===== config.mk =====
export PLATFORM = sky130hd
export DESIGN_NAME = timer_overflow_mode_control
export DESIGN_NICKNAME = d
export VERILOG_FILES = /design/src/timer_pkg.sv /design/src/edge_sync.sv /design/src/overflow_flag.sv /design/src/timer_overflow_mode_control.sv
export SDC_FILE = /design/constraint.sdc
export NUM_CORES = 1
export LEC_CHECK = 0
export ABC_AREA = 1
export ABC_CLOCK_PERIOD_IN_PS = 1800
export BUFFER_PORTS_ARGS = -buffer_cell sky130_fd_sc_hd__buf_2
export CAP_MARGIN = 5
export CORE_MARGIN = 3
export CORE_UTILIZATION = 55
export CTS_BUF_LIST = sky130_fd_sc_hd__clkbuf_8
export CTS_CLUSTER_DIAMETER = 200
export DETAILED_ROUTE_END_ITERATION = 16
export GPL_ROUTABILITY_DRIVEN = 0
export PLACE_DENSITY = 0.74
export SLEW_MARGIN = 20
export SYNTH_ARGS = -nofsm -noshare
export SYNTH_HDL_FRONTEND = slang
export SYNTH_HIERARCHICAL = 1
export SYNTH_SLANG_ARGS = --single-unit
export TNS_END_PERCENT = 5

===== constraint.sdc =====
create_clock -name sys_clk -period 1.8 [get_ports sys_clk]
set_input_delay 0.09 -clock sys_clk [delete_from_list [all_inputs] [get_ports sys_clk]]
set_output_delay 0.09 -clock sys_clk [all_outputs]
set_load 0.01 [all_outputs]

===== src/timer_pkg.sv =====
// timer status/control package: register map, field positions, reset values, timing counts
// assumes a single 10 MHz bus clock and a byte-wide register port
package timer_pkg;
   localparam int unsigned ADDR_W = 4;
   localparam int unsigned DATA_W = 8;
   localparam int unsigned CNT_W = 16;
   localparam int unsigned CHAN_N = 2;
   // ==========================================
   // register offsets
   localparam logic [3:0] OFS_STATUS_CONTROL = 4'h0;
   localparam logic [3:0] OFS_MODULO_HI = 4'h1;
   localparam logic [3:0] OFS_MODULO_LO = 4'h2;
   localparam logic [3:0] OFS_COUNT_HI = 4'h3;
   localparam logic [3:0] OFS_COUNT_LO = 4'h4;
   localparam logic [3:0] OFS_CLOCK_CTRL = 4'h5;
   localparam logic [3:0] OFS_IRQ_STATUS = 4'h6;
   localparam logic [3:0] OFS_IRQ_MASK = 4'h7;
   localparam logic [3:0] OFS_CHAN_MODE = 4'h8;
   // ==========================================
   // field positions
   localparam int unsigned BIT_OVF = 7;
   localparam int unsigned BIT_OVF_IE = 6;
   localparam int unsigned BIT_CENTER = 5;
   localparam int unsigned BIT_EXT_CLK = 0;
   localparam int unsigned IRQ_BIT_OVF = 0;
   localparam int unsigned IRQ_BIT_CAP = 1;
   // ==========================================
   // reset values
   localparam logic [7:0] RST_STATUS_CONTROL = 8'h00;
   localparam logic [15:0] RST_MODULO = 16'hFFFF;
   localparam logic [15:0] WRAP_VALUE = 16'h0000;
   localparam logic [7:0] RST_IRQ_MASK = 8'h00;
   localparam logic [7:0] RST_CHAN_MODE = 8'h00;
   // ==========================================
   // timing
   localparam int unsigned BUS_HZ = 10_000_000;
   localparam int unsigned EXT_PERIOD_MIN_CYC = 4;
   localparam int unsigned SYNC_STAGES = 2;
   typedef enum logic [1:0] {
      CLR_IDLE = 2'b00,
      CLR_ARMED = 2'b01
   } clr_state_t;
endpackage : timer_pkg


===== src/edge_sync.sv =====
// two-flop synchroniser with rising-edge pulse, one per bit
// assumes inputs are slow against sys_clk (period of at least four cycles)
`timescale 1ns/100ps
module edge_sync #(
   parameter int unsigned W = 1
) (
   input wire logic sys_clk,
   input wire logic srst,
   input wire logic [W-1:0] async_in,
   output logic [W-1:0] level_out,
   output logic [W-1:0] rise_out
);
   import timer_pkg::*;
   logic [W-1:0] meta_q;
   logic [W-1:0] sync_q;
   logic [W-1:0] prev_q;
   // first stage read only by the second
   always_ff @(posedge sys_clk) begin
      if (srst) begin
         meta_q <= '0;
         sync_q <= '0;
         prev_q <= '0;
      end else begin
         meta_q <= async_in;
         sync_q <= meta_q;
         prev_q <= sync_q;
      end
   end
   assign level_out = sync_q;
   assign rise_out = sync_q & ~prev_q;
endmodule : edge_sync


===== src/overflow_flag.sv =====
// overflow flag with read-then-write-zero clear, rearmed by a fresh overflow
// assumes one-cycle strobes from the register port
`timescale 1ns/100ps
module overflow_flag (
   input wire logic sys_clk,
   input wire logic srst,
   input wire logic ovf_event,
   input wire logic sc_read,
   input wire logic sc_write,
   input wire logic wr_bit,
   output logic flag
);
   import timer_pkg::*;
   logic flag_q;
   clr_state_t st_q;
   always_ff @(posedge sys_clk) begin
      if (srst) begin
         st_q <= CLR_IDLE;
      end else if (ovf_event) begin
         st_q <= CLR_IDLE; // RULE3
      end else begin
         case (st_q)
            CLR_IDLE: begin
               if (sc_read && flag_q) begin
                  st_q <= CLR_ARMED; // RULE2
               end
            end
            CLR_ARMED: begin
               if (sc_write) begin
                  st_q <= CLR_IDLE;
               end
            end
            default: begin
               st_q <= CLR_IDLE;
            end
         endcase
      end
   end
   always_ff @(posedge sys_clk) begin
      if (srst) begin
         flag_q <= 1'b0; // RULE4
      end else if (ovf_event) begin
         flag_q <= 1'b1; // RULE1
      end else if (sc_write && st_q == CLR_ARMED && !wr_bit) begin
         flag_q <= 1'b0; // RULE2
      end
   end
   // a one written to the flag never reaches flag_q
   assign flag = flag_q; // RULE4
endmodule : overflow_flag


===== src/timer_overflow_mode_control.sv =====
// timer status/control: 16-bit counter, overflow flag, interrupt and counting mode
// assumes a synchronous byte register port with read data one cycle after the strobe
// ==========================================
// Summary of operation
// RULE1 - overflow flag sets when counter wraps to 0x0000 after reaching modulo.
// RULE2 - flag clears by reading the register while set, then writing zero.
// RULE3 - a new overflow mid-sequence restarts clearing so the flag stays set.
// RULE4 - writing one to the flag does nothing; reset clears the flag.
// RULE5 - interrupt request while flag and enable are both set; reset clears enable.
// RULE6 - select clear: counter counts up, channels follow their own mode bits.
// RULE7 - select set: counter counts up then down, all channels center-aligned; reset clears.
// RULE8 - flag bit 7, enable bit 6, select bit 5, all readable and writable.
// RULE9 - status/control settings apply to all channels of the timer together.
// RULE10 - external clock and capture inputs pass bus-clock synchronisers; period at least 4.
// RULE11 - counter is 16 bits, compared with a 16-bit modulo value.
`timescale 1ns/100ps
module timer_overflow_mode_control (
   input wire logic sys_clk,
   input wire logic srst,
   input wire logic [timer_pkg::ADDR_W-1:0] reg_addr,
   input wire logic [timer_pkg::DATA_W-1:0] reg_wdata,
   input wire logic reg_wr,
   input wire logic reg_rd,
   output logic [timer_pkg::DATA_W-1:0] reg_rdata,
   input wire logic ext_clk,
   input wire logic [timer_pkg::CHAN_N-1:0] capture_in,
   output logic overflow_irq,
   output logic irq,
   output logic count_down,
   output logic [timer_pkg::CHAN_N-1:0] chan_center_aligned,
   output logic [timer_pkg::CHAN_N*2-1:0] chan_mode
);
   import timer_pkg::*;

   // ==========================================
   // register state
   logic ovf_ie_q;
   logic center_q;
   logic ext_sel_q;
   logic [CNT_W-1:0] modulo_q;
   logic [CNT_W-1:0] count_q;
   logic down_q;
   logic [DATA_W-1:0] mask_q;
   logic [DATA_W-1:0] irq_stat_q;
   logic [DATA_W-1:0] mode_q;
   logic [DATA_W-1:0] rdata_q;
   logic flag;
   logic ovf_event;
   logic tick;
   logic ext_rise;
   logic [CHAN_N-1:0] cap_level;
   logic [CHAN_N-1:0] cap_rise;
   logic sc_rd;
   logic sc_wr;
   logic at_mod;
   logic at_zero;

   assign sc_rd = reg_rd && reg_addr == OFS_STATUS_CONTROL;
   assign sc_wr = reg_wr && reg_addr == OFS_STATUS_CONTROL;

   // ==========================================
   // input synchronisers
   // sampling at bus rate limits the external clock to a quarter of it
   edge_sync #(.W(1)) u_ext_sync (
      .sys_clk(sys_clk),
      .srst(srst),
      .async_in(ext_clk),
      .level_out(),
      .rise_out(ext_rise)
   ); // RULE10
   edge_sync #(.W(CHAN_N)) u_cap_sync (
      .sys_clk(sys_clk),
      .srst(srst),
      .async_in(capture_in),
      .level_out(cap_level),
      .rise_out(cap_rise)
   ); // RULE10

   assign tick = ext_sel_q ? ext_rise : 1'b1;

   // ==========================================
   // counter
   assign at_mod = count_q == modulo_q; // RULE11
   assign at_zero = count_q == WRAP_VALUE;
   // up mode overflows on wrap to zero; up/down mode overflows at the bottom turn
   assign ovf_event = tick && (center_q ? (down_q && at_zero) : at_mod); // RULE1

   always_ff @(posedge sys_clk) begin
      if (srst) begin
         count_q <= WRAP_VALUE;
         down_q <= 1'b0;
      end else if (tick) begin
         if (!center_q) begin
            down_q <= 1'b0; // RULE6
            count_q <= at_mod ? WRAP_VALUE : count_q + 16'h0001; // RULE1
         end else if (!down_q) begin
            if (at_mod) begin
               down_q <= 1'b1; // RULE7
               count_q <= count_q - 16'h0001;
            end else begin
               count_q <= count_q + 16'h0001;
            end
         end else begin
            if (at_zero) begin
               down_q <= 1'b0; // RULE7
               count_q <= count_q + 16'h0001;
            end else begin
               count_q <= count_q - 16'h0001;
            end
         end
      end
   end

   // ==========================================
   // overflow flag
   overflow_flag u_flag (
      .sys_clk(sys_clk),
      .srst(srst),
      .ovf_event(ovf_event),
      .sc_read(sc_rd),
      .sc_write(sc_wr),
      .wr_bit(reg_wdata[BIT_OVF]),
      .flag(flag)
   );

   // ==========================================
   // control registers
   always_ff @(posedge sys_clk) begin
      if (srst) begin
         ovf_ie_q <= RST_STATUS_CONTROL[BIT_OVF_IE]; // RULE5
         center_q <= RST_STATUS_CONTROL[BIT_CENTER]; // RULE7
      end else if (sc_wr) begin
         ovf_ie_q <= reg_wdata[BIT_OVF_IE]; // RULE8
         center_q <= reg_wdata[BIT_CENTER]; // RULE8
      end
   end

   always_ff @(posedge sys_clk) begin
      if (srst) begin
         modulo_q <= RST_MODULO;
      end else if (reg_wr && reg_addr == OFS_MODULO_HI) begin
         modulo_q[15:8] <= reg_wdata;
      end else if (reg_wr && reg_addr == OFS_MODULO_LO) begin
         modulo_q[7:0] <= reg_wdata;
      end
   end

   always_ff @(posedge sys_clk) begin
      if (srst) begin
         ext_sel_q <= 1'b0;
      end else if (reg_wr && reg_addr == OFS_CLOCK_CTRL) begin
         ext_sel_q <= reg_wdata[BIT_EXT_CLK];
      end
   end

   always_ff @(posedge sys_clk) begin
      if (srst) begin
         mode_q <= RST_CHAN_MODE;
      end else if (reg_wr && reg_addr == OFS_CHAN_MODE) begin
         mode_q <= reg_wdata;
      end
   end

   always_ff @(posedge sys_clk) begin
      if (srst) begin
         mask_q <= RST_IRQ_MASK;
      end else if (reg_wr && reg_addr == OFS_IRQ_MASK) begin
         mask_q <= reg_wdata;
      end
   end

   // ==========================================
   // sticky event status, cleared by read; a same-cycle event wins
   always_ff @(posedge sys_clk) begin
      if (srst) begin
         irq_stat_q <= 8'h00;
      end else begin
         irq_stat_q <= ((reg_rd && reg_addr == OFS_IRQ_STATUS) ? 8'h00 : irq_stat_q)
            | {6'h00, |cap_rise, ovf_event};
      end
   end

   // ==========================================
   // read port
   always_ff @(posedge sys_clk) begin
      if (srst) begin
         rdata_q <= 8'h00;
      end else if (reg_rd) begin
         case (reg_addr)
            OFS_STATUS_CONTROL: rdata_q <= {flag, ovf_ie_q, center_q, 5'h00}; // RULE8
            OFS_MODULO_HI: rdata_q <= modulo_q[15:8];
            OFS_MODULO_LO: rdata_q <= modulo_q[7:0];
            OFS_COUNT_HI: rdata_q <= count_q[15:8];
            OFS_COUNT_LO: rdata_q <= count_q[7:0];
            OFS_CLOCK_CTRL: rdata_q <= {7'h00, ext_sel_q};
            OFS_IRQ_STATUS: rdata_q <= irq_stat_q;
            OFS_IRQ_MASK: rdata_q <= mask_q;
            OFS_CHAN_MODE: rdata_q <= {mode_q[DATA_W-1:CHAN_N], cap_level};
            default: rdata_q <= 8'h00;
         endcase
      end else begin
         rdata_q <= 8'h00;
      end
   end
   assign reg_rdata = rdata_q;

   // ==========================================
   // outputs shared by every channel, then per-channel center flag and mode
   assign overflow_irq = flag && ovf_ie_q; // RULE5
   assign irq = |(irq_stat_q & mask_q);
   assign count_down = down_q;
   genvar g;
   generate
      for (g = 0; g < CHAN_N; g++) begin : g_chan
         assign chan_center_aligned[g] = center_q; // RULE9
         assign chan_mode[g*2 +: 2] = center_q ? 2'h0 : mode_q[g*2 +: 2]; // RULE6
      end
   endgenerate
endmodule : timer_overflow_mode_control


==> results of run 1 <==
## through the flow
step	setup WS, ns	util, %	hold slack [ns]
final	0.00672	74.6	0.0211
after CTS	-0.0393	70.5	0.00776
after floorplan	0.132	-	0.152
after global routing	-0.0831	74.6	0.0345
after detailed placement	-0.117	66.3	0.301
after global placement	-0.0859	66.3	0.291
## power by group through the flow
stage	combinational (µW)	sequential [µW]	clock, µW
floorplan	325	1720	0
global placement	504	1730	0
detailed placement	511	1730	0
CTS	526	1690	1600
global route	689	1710	1650
finish	635	1700	1600
## logic make-up after synthesis
group,count (synthesis),share of synthesized area [%]
XOR/XNOR,23,4.91
adder cells (fa/ha/maj),3,0.914
AO/OA/AOI/OAI,117,17.3
AND/OR/NAND/NOR,276,28.9
buffers and inverters,125,12.4
flip-flops,73,35.6
## sequential cells by signal (all words and copies together) (netlist names), 2 cells and up
signal                count
modulo_q                 16
count_q                  16
irq_stat_q                2
u_cap_sync/level_out      2
reg_rdata                 8
mask_q                    8
u_cap_sync/prev_q         2
u_cap_sync/meta_q         2
mode_q                    8
## layer usage
metal  GRT usage (%)  vias to the layer above  part of all wire, %
met5               0                        -                    0
met4            10.1                        0                  2.4
met1            38.6                     2075                   40
met2            48.2                      268                   47
li1                -                     2156                    -
met3            5.36                       44                  9.9
## placed cells by master (no fill, tap or decap), drive strengths merged
master         n
a2111oi        3
a21oi         38
a221oi         2
buf           91
bufinv         3
clkbuf         9
clkinv         3
dfxtp         73
dlygate4sd3    3
ha             3
inv          103
nand2        146
nand3         40
nand4         12
nor2          72
nor3           7
o2111ai        1
o211ai        25
o21ai         29
o21bai         2
o22ai         17
xor2          23
## worst max path at each step
| stage | startpoint | endpoint | slack (ns) | depth (start not counted) |
|---|---|---|---|---|
| after CTS | count_q[1] | count_q[6] | -0.04 | 11 |
| after detailed placement | count_q[0] | count_q[14] | -0.12 | 12 |
| after global routing | count_q[2] | count_q[13] | -0.08 | 12 |
| after floorplan | count_q[1] | count_q[14] | 0.13 | 11 |
| after global placement | count_q[1] | count_q[11] | -0.09 | 12 |
| final | count_q[2] | count_q[13] | 0.007 | 12 |
## final cells by class
class                   count  area [µm²]
clock buffers               9         124
clock inverters             7         116
multi-input cells         420        2330
repair buffers             94         646
fillers                   555        1790
well taps                  96         120
inverters                 102         403
flip-flops and latches     73        1500
## critical path, cell delays in order (launching register included)
cell,delay [ns]
dfxtp_4,0.37
buf_4,0.14
nor2_4,0.12
nand2_2,0.07
nor2_4,0.13
nand3_2,0.12
inv_2,0.10
nand2_4,0.07
nor3_4,0.17
xor2_1,0.16
nor2_1,0.05
o21bai_1,0.14
inv_1,0.05
## repair_timing
item / CTS / global route
pin swaps: 1 / 25
hold endpoints to repair: 3 / 0
endpoints found under the setup margin: 8 / 20
setup buffers: 1 / 6
resized for setup: 7 / 77
cloned: 0 / 1
hold buffers: 3 / 0
==> metrics.md, run 1 <==
| Metric | Value |
|---|---|
| Status | `completed` |
| Distinct cell type count after synthesis | `34` |
| Final setup fails | `0` |
| Die Width | `between 90 and 100 µm` |
| Total Power | `3940 µW` |
| R2R Setup Slk | `around 0.0067 ns` |
| Post-synth top area share | `35.6%` |
| CP Class | `reg -> reg` |
| Fin cells | `801` |
| Combinational Power Share | `16.1%` |
| Clk_lat worst skew | `0.35 ns` |
| Sequential power share | `between 40% and 50%` |
| Num Clock Sinks | `73` |
| Yosys top cell by area | `dfxtp_1` |
| CP startpoint kind | `register` |
| Diodes inserted | `0` |
| CP endpoint kind | `register` |
| Vias in the first global route | `4028` |
| Pwr dens | `~750 mW/mm²` |
| R2R depth | `12` |
| Netlist Area Pre-Place | `slightly above 0.004 mm²` |
| Initial Util | `between 50 and 60%` |
| Wire per inst | `16.5 µm` |
| Hold Path End | `modulo_q[1]` |
| Register area share after synthesis | `35.6%` |
| Layout cell share with drive strength beyond 1 | `27.0%` |
| Synthesis-stage register bit count | `73` |
| Vias per inst | `5.67` |
| Antenna violations before repair | `0` |
| Post-synthesis net count | `639` |
| Clock Path Buffers | `2` |
| Arrival time worst endpoint | `approximately 2.0 ns` |
| Initial DRT Pass Iterations | `5` |
| GRT overflow | `0` |
| Power share of the clock group | `40.6%` |
| Max Cap Viol | `0` |
| CTS tree | `yes` |
| Sw Pwr | `1100 µW` |
| Detailed Place HPWL | `roughly 9000 µm` |
| Die ar. | `0.00854 mm²` |
| Worst Hold Depth | `3` |
| DRT antenna net count | `0` |
| Slew Viols, Final | `0` |
| Drt initial violations | `485` |
| HP Class | `in -> reg` |
| Setup TNS Final | `0 ns` |
| YS warnings | `6` |
| Reg2reg end | `count_q[13]` |
| Leakage | `about 0.0025 µW` |
| P_int | `2830 µW` |
| Area growth, synth to finish | `27.5%` |
| Largest cells by area after synthesis | `dfxtp_1 36%, nand2_1 13%, inv_1 8.3%` |
| RSZ-0062 raised after global routing | `yes` |
| Die height | `92.4 µm` |
| Clk_skew | `0.00929 ns` |
| First-pass GRT wire length | `19600 µm` |
| Hold_sp | `reg_wdata[1]` |
| Synth Flop Type | `dfxtp_1` |
| # DRC | `0` |
| Post-Syn Area per Cell | `6.65 µm²` |
| I/O Buffers | `35` |
| Max-slew headroom | `roughly three fifths` |
| FFs w/ async S/R, synth | `0%` |
| Worst-path clk slew | `0.09 ns` |
| Total core area | `0.00702 mm²` |
| Commonest cells post-synth | `142 x nand2_1, 91 x inv_1, 73 x dfxtp_1` |
| Max Clock Freq | `558 MHz` |
| Switching portion of total power | `28.0%` |
| Crit path time final | `~1.8 ns` |
| Pin count of the biggest net entering global routing | `42` |
| Final Hold Viols | `0` |
| Number of I/O pins | `36` |
| VDD IR max | `about 560 µV` |
| Worst endpoint required time | `2.05 ns` |
| Row count | `30` |
| H-tree lvl count | `3` |
| Final worst path period share | `99.6%` |
| Worst-margin pin slew | `0.595 ns` |
| Count leader, synth | `nand2_1` |
| Worst-path fanout max | `6` |
| Post-Synthesis Cells | `617` |
| Dpl cells | `774` |
| Gr usage total | `29.3%` |
| Total CTS buffers | `9` |
| Routed wire length | `13200 µm` |
| Reg2reg start | `count_q[2]` |
| Root Buffer | `clkbuf_8` |
| Placed cell area | `between 0.004 and 0.005 mm²` |
| Final std cell area, no fill | `0.00523 mm²` |
| Nets | `722` |
| Vias | `4543` |
| Number of synthesized flops with an enable pin | `0` |
Note: power is estimated with default switching activity, not from simulation.
==> run 2: changes to the inputs <==
- ABC_CLOCK_PERIOD_IN_PS: 1800 -> 1600
- PLACE_DENSITY: 0.74 -> 0.84
- clock period: 1.8 -> 1.6 ns (I/O delays scaled with it)
==> run 2 against run 1 <==
  * The run now ends with negative setup slack left
  * Register-to-register slack worse by 0.17 ns
  * Critical path type unchanged
  * Maximum frequency is 1.6% higher
  * Critical endpoint is now count_q[6]
  * Critical path depth is 3 higher
  * Count of clock-buffer cells in the layout stayed put
  * Total power is 8.1% higher
  * Highest routed layer unchanged
==> metrics.md, run 2 (synthesis results as in run 1) <==
| Metric | Value |
|---|---|
| Status | `finished, violations left (was completed)` |
| Failing checks | `negative setup slack` |
| Pin count of the biggest net entering global routing | `42 (unchanged)` |
| Final worst path period share | `110% (was 99.6%)` |
| Arrival time worst endpoint | `2.02 ns (was 2.04 ns)` |
| H-tree lvl count | `3 (unchanged)` |
| Antenna violations before repair | `0 (unchanged)` |
| R2R Setup Slk | `-0.16 ns (was 0.007 ns)` |
| # DRC | `0 (unchanged)` |
| Number of I/O pins | `36 (unchanged)` |
| Clock Path Buffers | `2 (unchanged)` |
| Final Hold Viols | `0 (unchanged)` |
| Crit path launch | `count_q[10] (was count_q[2])` |
| Pwr dens | `796 mW/mm² (was 752 mW/mm²)` |
| Total CTS buffers | `9 (unchanged)` |
| Crit-path most repeated cell | `nand2_2 (was nor2_4)` |
| Worst endpoint required time | `1.86 ns (was 2.05 ns)` |
| Max-slew headroom | `65.2% (was 59.3%)` |
| Worst-margin pin slew | `0.509 ns (was 0.595 ns)` |
| CP endpoint kind | `register (unchanged)` |
| Crit path cell chain | `buf_6 -> inv_2 -> nand2_1 -> nand2_1 -> nor2_2 -> nand2_2 -> nor2_4 -> nand2_2 -> inv_2 -> nand2_2 -> nand2_4 -> buf_4 -> o211ai_1 -> nand3_1 -> inv_1 (was buf_4 -> nor2_4 -> nand2_2 -> nor2_4 -> nand3_2 -> inv_2 -> nand2_4 -> nor3_4 -> xor2_1 -> nor2_1 -> o21bai_1 -> inv_1)` |
| Critical-path cell with the highest stage delay | `dfxtp_2 (was dfxtp_4)` |
| CP startpoint kind | `register (unchanged)` |
| Gr usage total | `32.3% (was 29.3%)` |
| Post-place setup slack | `-0.193 ns (was -0.117 ns)` |
| Max Cap Viol | `0 (unchanged)` |
| Drt initial violations | `622 (was 485)` |
| RSZ-0062 raised after global routing | `yes (unchanged)` |
| Worst-path fanout max | `5 (was 6)` |
| Worst-path clk slew | `0.08 ns (was 0.09 ns)` |
| Root Buffer | `clkbuf_8 (unchanged)` |
| Vias per inst | `5.87 (was 5.67)` |
| Die ar. | `0.00854 mm² (unchanged)` |
| Most common cell after layout, fill and taps aside | `nand2_1 (unchanged)` |
| Worst setup margin | `-0.164 ns (was 0.00672 ns)` |
| Num Clock Sinks | `73 (unchanged)` |
| Clk_lat worst skew | `0.36 ns (was 0.35 ns)` |
| Vias in the first global route | `4481 (was 4028)` |
| Slew Viols, Final | `0 (unchanged)` |
| Most frequent cells in the layout | `134 x nand2_1, 83 x inv_1, 78 x buf_4, 62 x dfxtp_1, 56 x nor2_1 (was 131 x nand2_1, 85 x inv_1, 56 x dfxtp_1, 55 x nor2_1, 53 x buf_4)` |
| Initial Util | `58.5% (unchanged)` |
| Leakage | `0.00257 µW (was 0.00248 µW)` |
| Total core area | `0.00702 mm² (unchanged)` |
| Initial DRT Pass Iterations | `6 (was 5)` |
| I/O Buffers | `35 (unchanged)` |
| Row count | `30 (unchanged)` |
| Area growth, synth to finish | `30.2% (was 27.5%)` |
| Nets | `749 (was 722)` |
| CP endpoint | `count_q[6] (was count_q[13])` |
| Layout cell share with drive strength beyond 1 | `28.0% (was 27.0%)` |
| HP Class | `in -> reg (unchanged)` |
| CTS tree | `yes (unchanged)` |
| Max Clock Freq | `567 MHz (was 558 MHz)` |
| Biggest regs | `count_q (16), modulo_q (16) (unchanged)` |
| CP Class | `reg -> reg (unchanged)` |
| R2R depth | `15 (was 12)` |
| Reg2reg end | `count_q[6] (was count_q[13])` |
| Diodes inserted | `0 (unchanged)` |
| Placed cell area | `0.00491 mm² (was 0.00465 mm²)` |
| DRT antenna net count | `0 (unchanged)` |
| Crit path largest cell delay | `0.35 ns (was 0.37 ns)` |
| Crit path time final | `1.76 ns (was 1.79 ns)` |
| First-pass GRT wire length | `21600 µm (was 19600 µm)` |
| Die height | `92.4 µm (unchanged)` |
| Reg2reg start | `count_q[10] (was count_q[2])` |
| Routed wire length | `14000 µm (was 13200 µm)` |
| Vias | `4858 (was 4543)` |
| Final setup fails | `20 (was 0)` |
| Clk_skew | `0.00837 ns (was 0.00929 ns)` |
| Wire per inst | `16.9 µm (was 16.5 µm)` |
| Final std cell area, no fill | `0.00535 mm² (was 0.00523 mm²)` |
| Detailed Place HPWL | `9660 µm (was 9070 µm)` |
| GRT overflow | `0 (unchanged)` |
| VDD IR max | `656 µV (was 565 µV)` |
| Die Width | `92.4 µm (unchanged)` |
| Fin util | `76.1% (was 74.6%)` |
## run 2: cell count changes in the layout (fill, tap and decap cells not counted), moves of 2 or more
cell	delta
buf_4	+25
nand2_2	-2
nand2_1	+3
xor2_2	-2
inv_1	-2
inv_2	+5
dfxtp_2	-5
dfxtp_1	+6
xor2_1	+2
inv_4	-3
buf_6	+2
## run 2: worst min path at each step
stage | startpoint | endpoint | slack (ns) | cells past startpoint
2_1_floorplan | srst | u_flag/flag | 0.14 | 1
3_3_place_gp | capture_in[1] | u_cap_sync/meta_q[1] | 0.28 | 3
3_5_place_dp | capture_in[0] | u_cap_sync/meta_q[0] | 0.29 | 3
4_1_cts | reg_wdata[4] | modulo_q[12] | 0.02 | 3
5_1_grt | reg_wdata[4] | modulo_q[12] | 0.03 | 3
6_report | reg_wdata[4] | modulo_q[12] | 0.03 | 3
## run 2: area by class of cell
class | count | area, µm²
inverters | 102 | 388
well taps | 96 | 120
clock buffers | 9 | 124
clock inverters | 6 | 90.1
multi-input cells | 420 | 2280
flip-flops and latches | 73 | 1490
fillers | 505 | 1670
repair buffers | 121 | 856
## run 2: routing by layer
metal,track usage [%],wire length (µm),up-vias
met5,0,0,-
met4,16.7,786,0
met3,7.96,1750,98
met2,52.1,6370,376
met1,39.8,5060,2172
li1,-,-,2212
## run 2: critical path, delay by kind of cell, from the launching register on
| kind | cells | cell delay [ns] |
|---|---|---|
| compound gates | 1 | 0.08 |
| buf+inv | 5 | 0.41 |
| flops | 1 | 0.35 |
| simple gates | 9 | 0.83 |
## run 2: through the flow
stage | hold WS [ns] | power (µW) | cells | TNS (ns)
3_5_place_dp | 0.289 | 2570 | 804 | -2.80
3_3_place_gp | 0.280 | 2540 | 804 | -1.82
5_1_grt | 0.0349 | 4380 | 827 | -4.17
4_1_cts | 0.0208 | 4180 | 825 | -1.39
6_report | 0.0316 | 4250 | 827 | -2.17
2_1_floorplan | 0.142 | 2310 | 617 | 0
## run 2: timing repair
action,CTS,global route
hold endpoints to repair,3,0
hold buffers,3,0
setup endpoints to repair,20,20
resized for setup,33,23
buffers inserted,2,2
cloned,1,0
pin swaps,10,16
## run 2: power by group
part           switching [µW]  internal (µW)  total (µW)
Clock                     738            877        1610
Combinational             439            292         731
Sequential               43.1           1870        1910
Total                    1220           3030        4250
==> run 3: changes to the inputs <==
- CORE_UTILIZATION: 55 -> 54
- CTS_BUF_LIST: sky130_fd_sc_hd__clkbuf_8 -> sky130_fd_sc_hd__clkbuf_4 sky130_fd_sc_hd__clkbuf_8 sky130_fd_sc_hd__clkbuf_16
- PLACE_DENSITY: 0.84 -> 0.83
==> run 3 against run 2 <==
  * The run still ends with negative setup slack left
  * Hold slack better by 0.0063 ns
  * Non-clock buffer count is 2 lower
  * Worst setup slack better by 0.019 ns
  * Count of clock-buffer cells in the layout stayed put
  * Critical path type unchanged
  * Largest cell class unchanged
  * Highest routed layer unchanged
==> metrics.md, run 3 (synthesis results as in run 1) <==
| Metric | Value |
|---|---|
| Die height | `93.2 µm (was 92.4 µm)` |
| FILL cells | `523 (was 505)` |
| Vias in the first global route | `4607 (was 4481)` |
| Biggest regs | `count_q (16), modulo_q (16) (unchanged)` |
| Leakage | `0.00257 µW (about the same)` |
| Combinational Power Share | `17.2% (about the same)` |
| Root Buffer | `clkbuf_8 (unchanged)` |
| Drt initial violations | `505 (was 622)` |
| CTS tree | `yes (unchanged)` |
| Most frequent cells in the layout | `131 x nand2_1, 86 x inv_1, 77 x buf_4, 60 x dfxtp_1, 57 x nor2_1 (was 134 x nand2_1, 83 x inv_1, 78 x buf_4, 62 x dfxtp_1, 56 x nor2_1)` |
| Fin cells | `829 (was 827)` |
| # DRC | `0 (unchanged)` |
| Routed wire length | `13800 µm (was 14000 µm)` |
| H-tree lvl count | `3 (unchanged)` |
| Worst hold slack | `0.0379 ns (was 0.0316 ns)` |
| Pin count of the biggest net entering global routing | `42 (unchanged)` |
| Dpl cells | `805 (was 804)` |
| CP endpoint kind | `register (unchanged)` |
| Pwr dens | `784 mW/mm² (was 796 mW/mm²)` |
| I/O Buffers | `35 (unchanged)` |
| Worst-path fanout max | `8 (was 5)` |
| Status | `finished, violations left (unchanged)` |
| Diodes inserted | `0 (unchanged)` |
| CP startpoint kind | `register (unchanged)` |
| Post-place setup slack | `-0.189 ns (was -0.193 ns)` |
| HP Class | `in -> reg (unchanged)` |
| Sw Pwr | `1280 µW (was 1220 µW)` |
| Die Width | `93.2 µm (was 92.4 µm)` |
| Worst-margin pin slew | `0.612 ns (was 0.509 ns)` |
| Gr usage total | `32.0% (was 32.3%)` |
| Worst setup margin | `-0.146 ns (was -0.164 ns)` |
| Wire per inst | `16.6 µm (was 16.9 µm)` |
| RSZ-0062 raised after global routing | `yes (unchanged)` |
| Area growth, synth to finish | `30.1% (was 30.2%)` |
| First-pass GRT wire length | `21800 µm (was 21600 µm)` |
| Total CTS buffers | `9 (unchanged)` |
| P_int | `2900 µW (was 3030 µW)` |
| Power share of the clock group | `37.2% (was 38.0%)` |
| Worst-path clk slew | `0.09 ns (was 0.08 ns)` |
| Most common cell after layout, fill and taps aside | `nand2_1 (unchanged)` |
| Final worst path period share | `109% (was 110%)` |
| VDD IR max | `610 µV (was 656 µV)` |
| Initial Util | `56.0% (was 58.5%)` |
| Die ar. | `0.00868 mm² (was 0.00854 mm²)` |
| Crit path time final | `1.75 ns (was 1.76 ns)` |
| Final Hold Viols | `0 (unchanged)` |
| Sequential power share | `45.6% (was 44.9%)` |
| Vias per inst | `5.79 (was 5.87)` |
| Max Cap Viol | `0 (unchanged)` |
| Total core area | `0.00733 mm² (was 0.00702 mm²)` |
| DRT antenna net count | `0 (unchanged)` |
| Layout cell share with drive strength beyond 1 | `28.6% (was 28.0%)` |
| Num Clock Sinks | `73 (unchanged)` |
| CP Class | `reg -> reg (unchanged)` |
| Nets | `747 (was 749)` |
| Row count | `31 (was 30)` |
| Clock Path Buffers | `2 (unchanged)` |
| Worst endpoint required time | `1.91 ns (was 1.86 ns)` |
| Clk_skew | `0.0130 ns (was 0.00837 ns)` |
| Clk_lat worst skew | `0.36 ns (about the same)` |
| Number of I/O pins | `36 (unchanged)` |
| Max-slew headroom | `58.2% (was 65.2%)` |
| Initial DRT Pass Iterations | `6 (unchanged)` |
| Failing checks | `negative setup slack (unchanged)` |
| Detailed Place HPWL | `9540 µm (was 9660 µm)` |
| Setup TNS Final | `-1.82 ns (was -2.17 ns)` |
| Slew Viols, Final | `0 (unchanged)` |
| Vias | `4797 (was 4858)` |
| Final setup fails | `20 (unchanged)` |
| Antenna violations before repair | `0 (unchanged)` |
| Max Clock Freq | `573 MHz (was 567 MHz)` |
| GRT overflow | `0 (unchanged)` |
| Arrival time worst endpoint | `2.05 ns (was 2.02 ns)` |
| Switching portion of total power | `30.7% (was 28.7%)` |
run 3: changes by cell type in the layout (fill, tap and decap cells not counted), moves of 3 or more:
cell and change:
inv_2 -4, dfxtp_4 +3, inv_1 +3, nand2_1 -3, nand2_2 +3, nand3_1 -3
nand3_2 +3
run 3: worst max-delay path, cell delays in order, from the launching register on:
cell     delay (ns)
dfxtp_4        0.38
inv_2          0.09
ha_1           0.17
nand4_1        0.12
inv_2          0.13
nand3_1        0.10
nand3_2        0.14
nand2_4        0.10
inv_4          0.12
nand3_2        0.09
nand3_2        0.10
nand3_1        0.09
inv_1          0.07
run 3: routing by layer:
| metal | global-route usage, % | vias up | wire length (µm) |
|---|---|---|---|
| met5 | 0 | - | 0 |
| met4 | 17.5 | 0 | 860 |
| met3 | 5.63 | 93 | 1590 |
| met2 | 53.7 | 347 | 6380 |
| met1 | 38.8 | 2148 | 4970 |
| li1 | - | 2209 | - |
run 3: final timing paths:
check                                  startpoint                   end  slack [ns]  cells after the start
worst min-delay path                 reg_wdata[1]           modulo_q[1]        0.04                      3
worst min register to register  u_ext_sync/meta_q  u_ext_sync/level_out        0.41                      2
worst max register to register         count_q[1]           count_q[11]       -0.15                     12
worst max-delay path                   count_q[1]           count_q[11]       -0.15                     12
run 3: layout make-up:
| class | count | area [µm²] | share of cell area (%) |
|---|---|---|---|
| Clock buffer | 9 | 124 | 2.32 |
| Clock inverter | 7 | 81.3 | 1.52 |
| Tap cell | 99 | 124 | 2.32 |
| Multi-Input combinational cell | 420 | 2300 | 43.1 |
| Inverter | 102 | 388 | 7.26 |
| Timing Repair Buffer | 119 | 828 | 15.5 |
| Sequential cell | 73 | 1500 | 28.0 |
run 3: through the flow:
stage / utilization (%) / instance area, µm² / total power [µW]
detailed placement: 66.6 / 4880 / 2590
floorplan: - / 4130 / 2310
global route: 72.8 / 5340 / 4330
global placement: 66.6 / 4880 / 2570
CTS: 71.8 / 5260 / 4150
finish: 72.8 / 5340 / 4190
run 3: power by group through the flow:
stage,combinational (µW),clock (µW),sequential (µW)
after detailed placement,640,0,1950
after CTS,683,1560,1910
final,719,1560,1910
after floorplan,370,0,1940
after global routing,776,1640,1910
after global placement,622,0,1950
run 3: what timing repair did:
item	4_1_cts	5_1_grt
resized for setup	39	24
pin swaps	16	15
endpoints found under the setup margin	19	21
hold endpoints to repair	3	0
hold buffers	3	0
cloned	1	0
buffers inserted	3	1
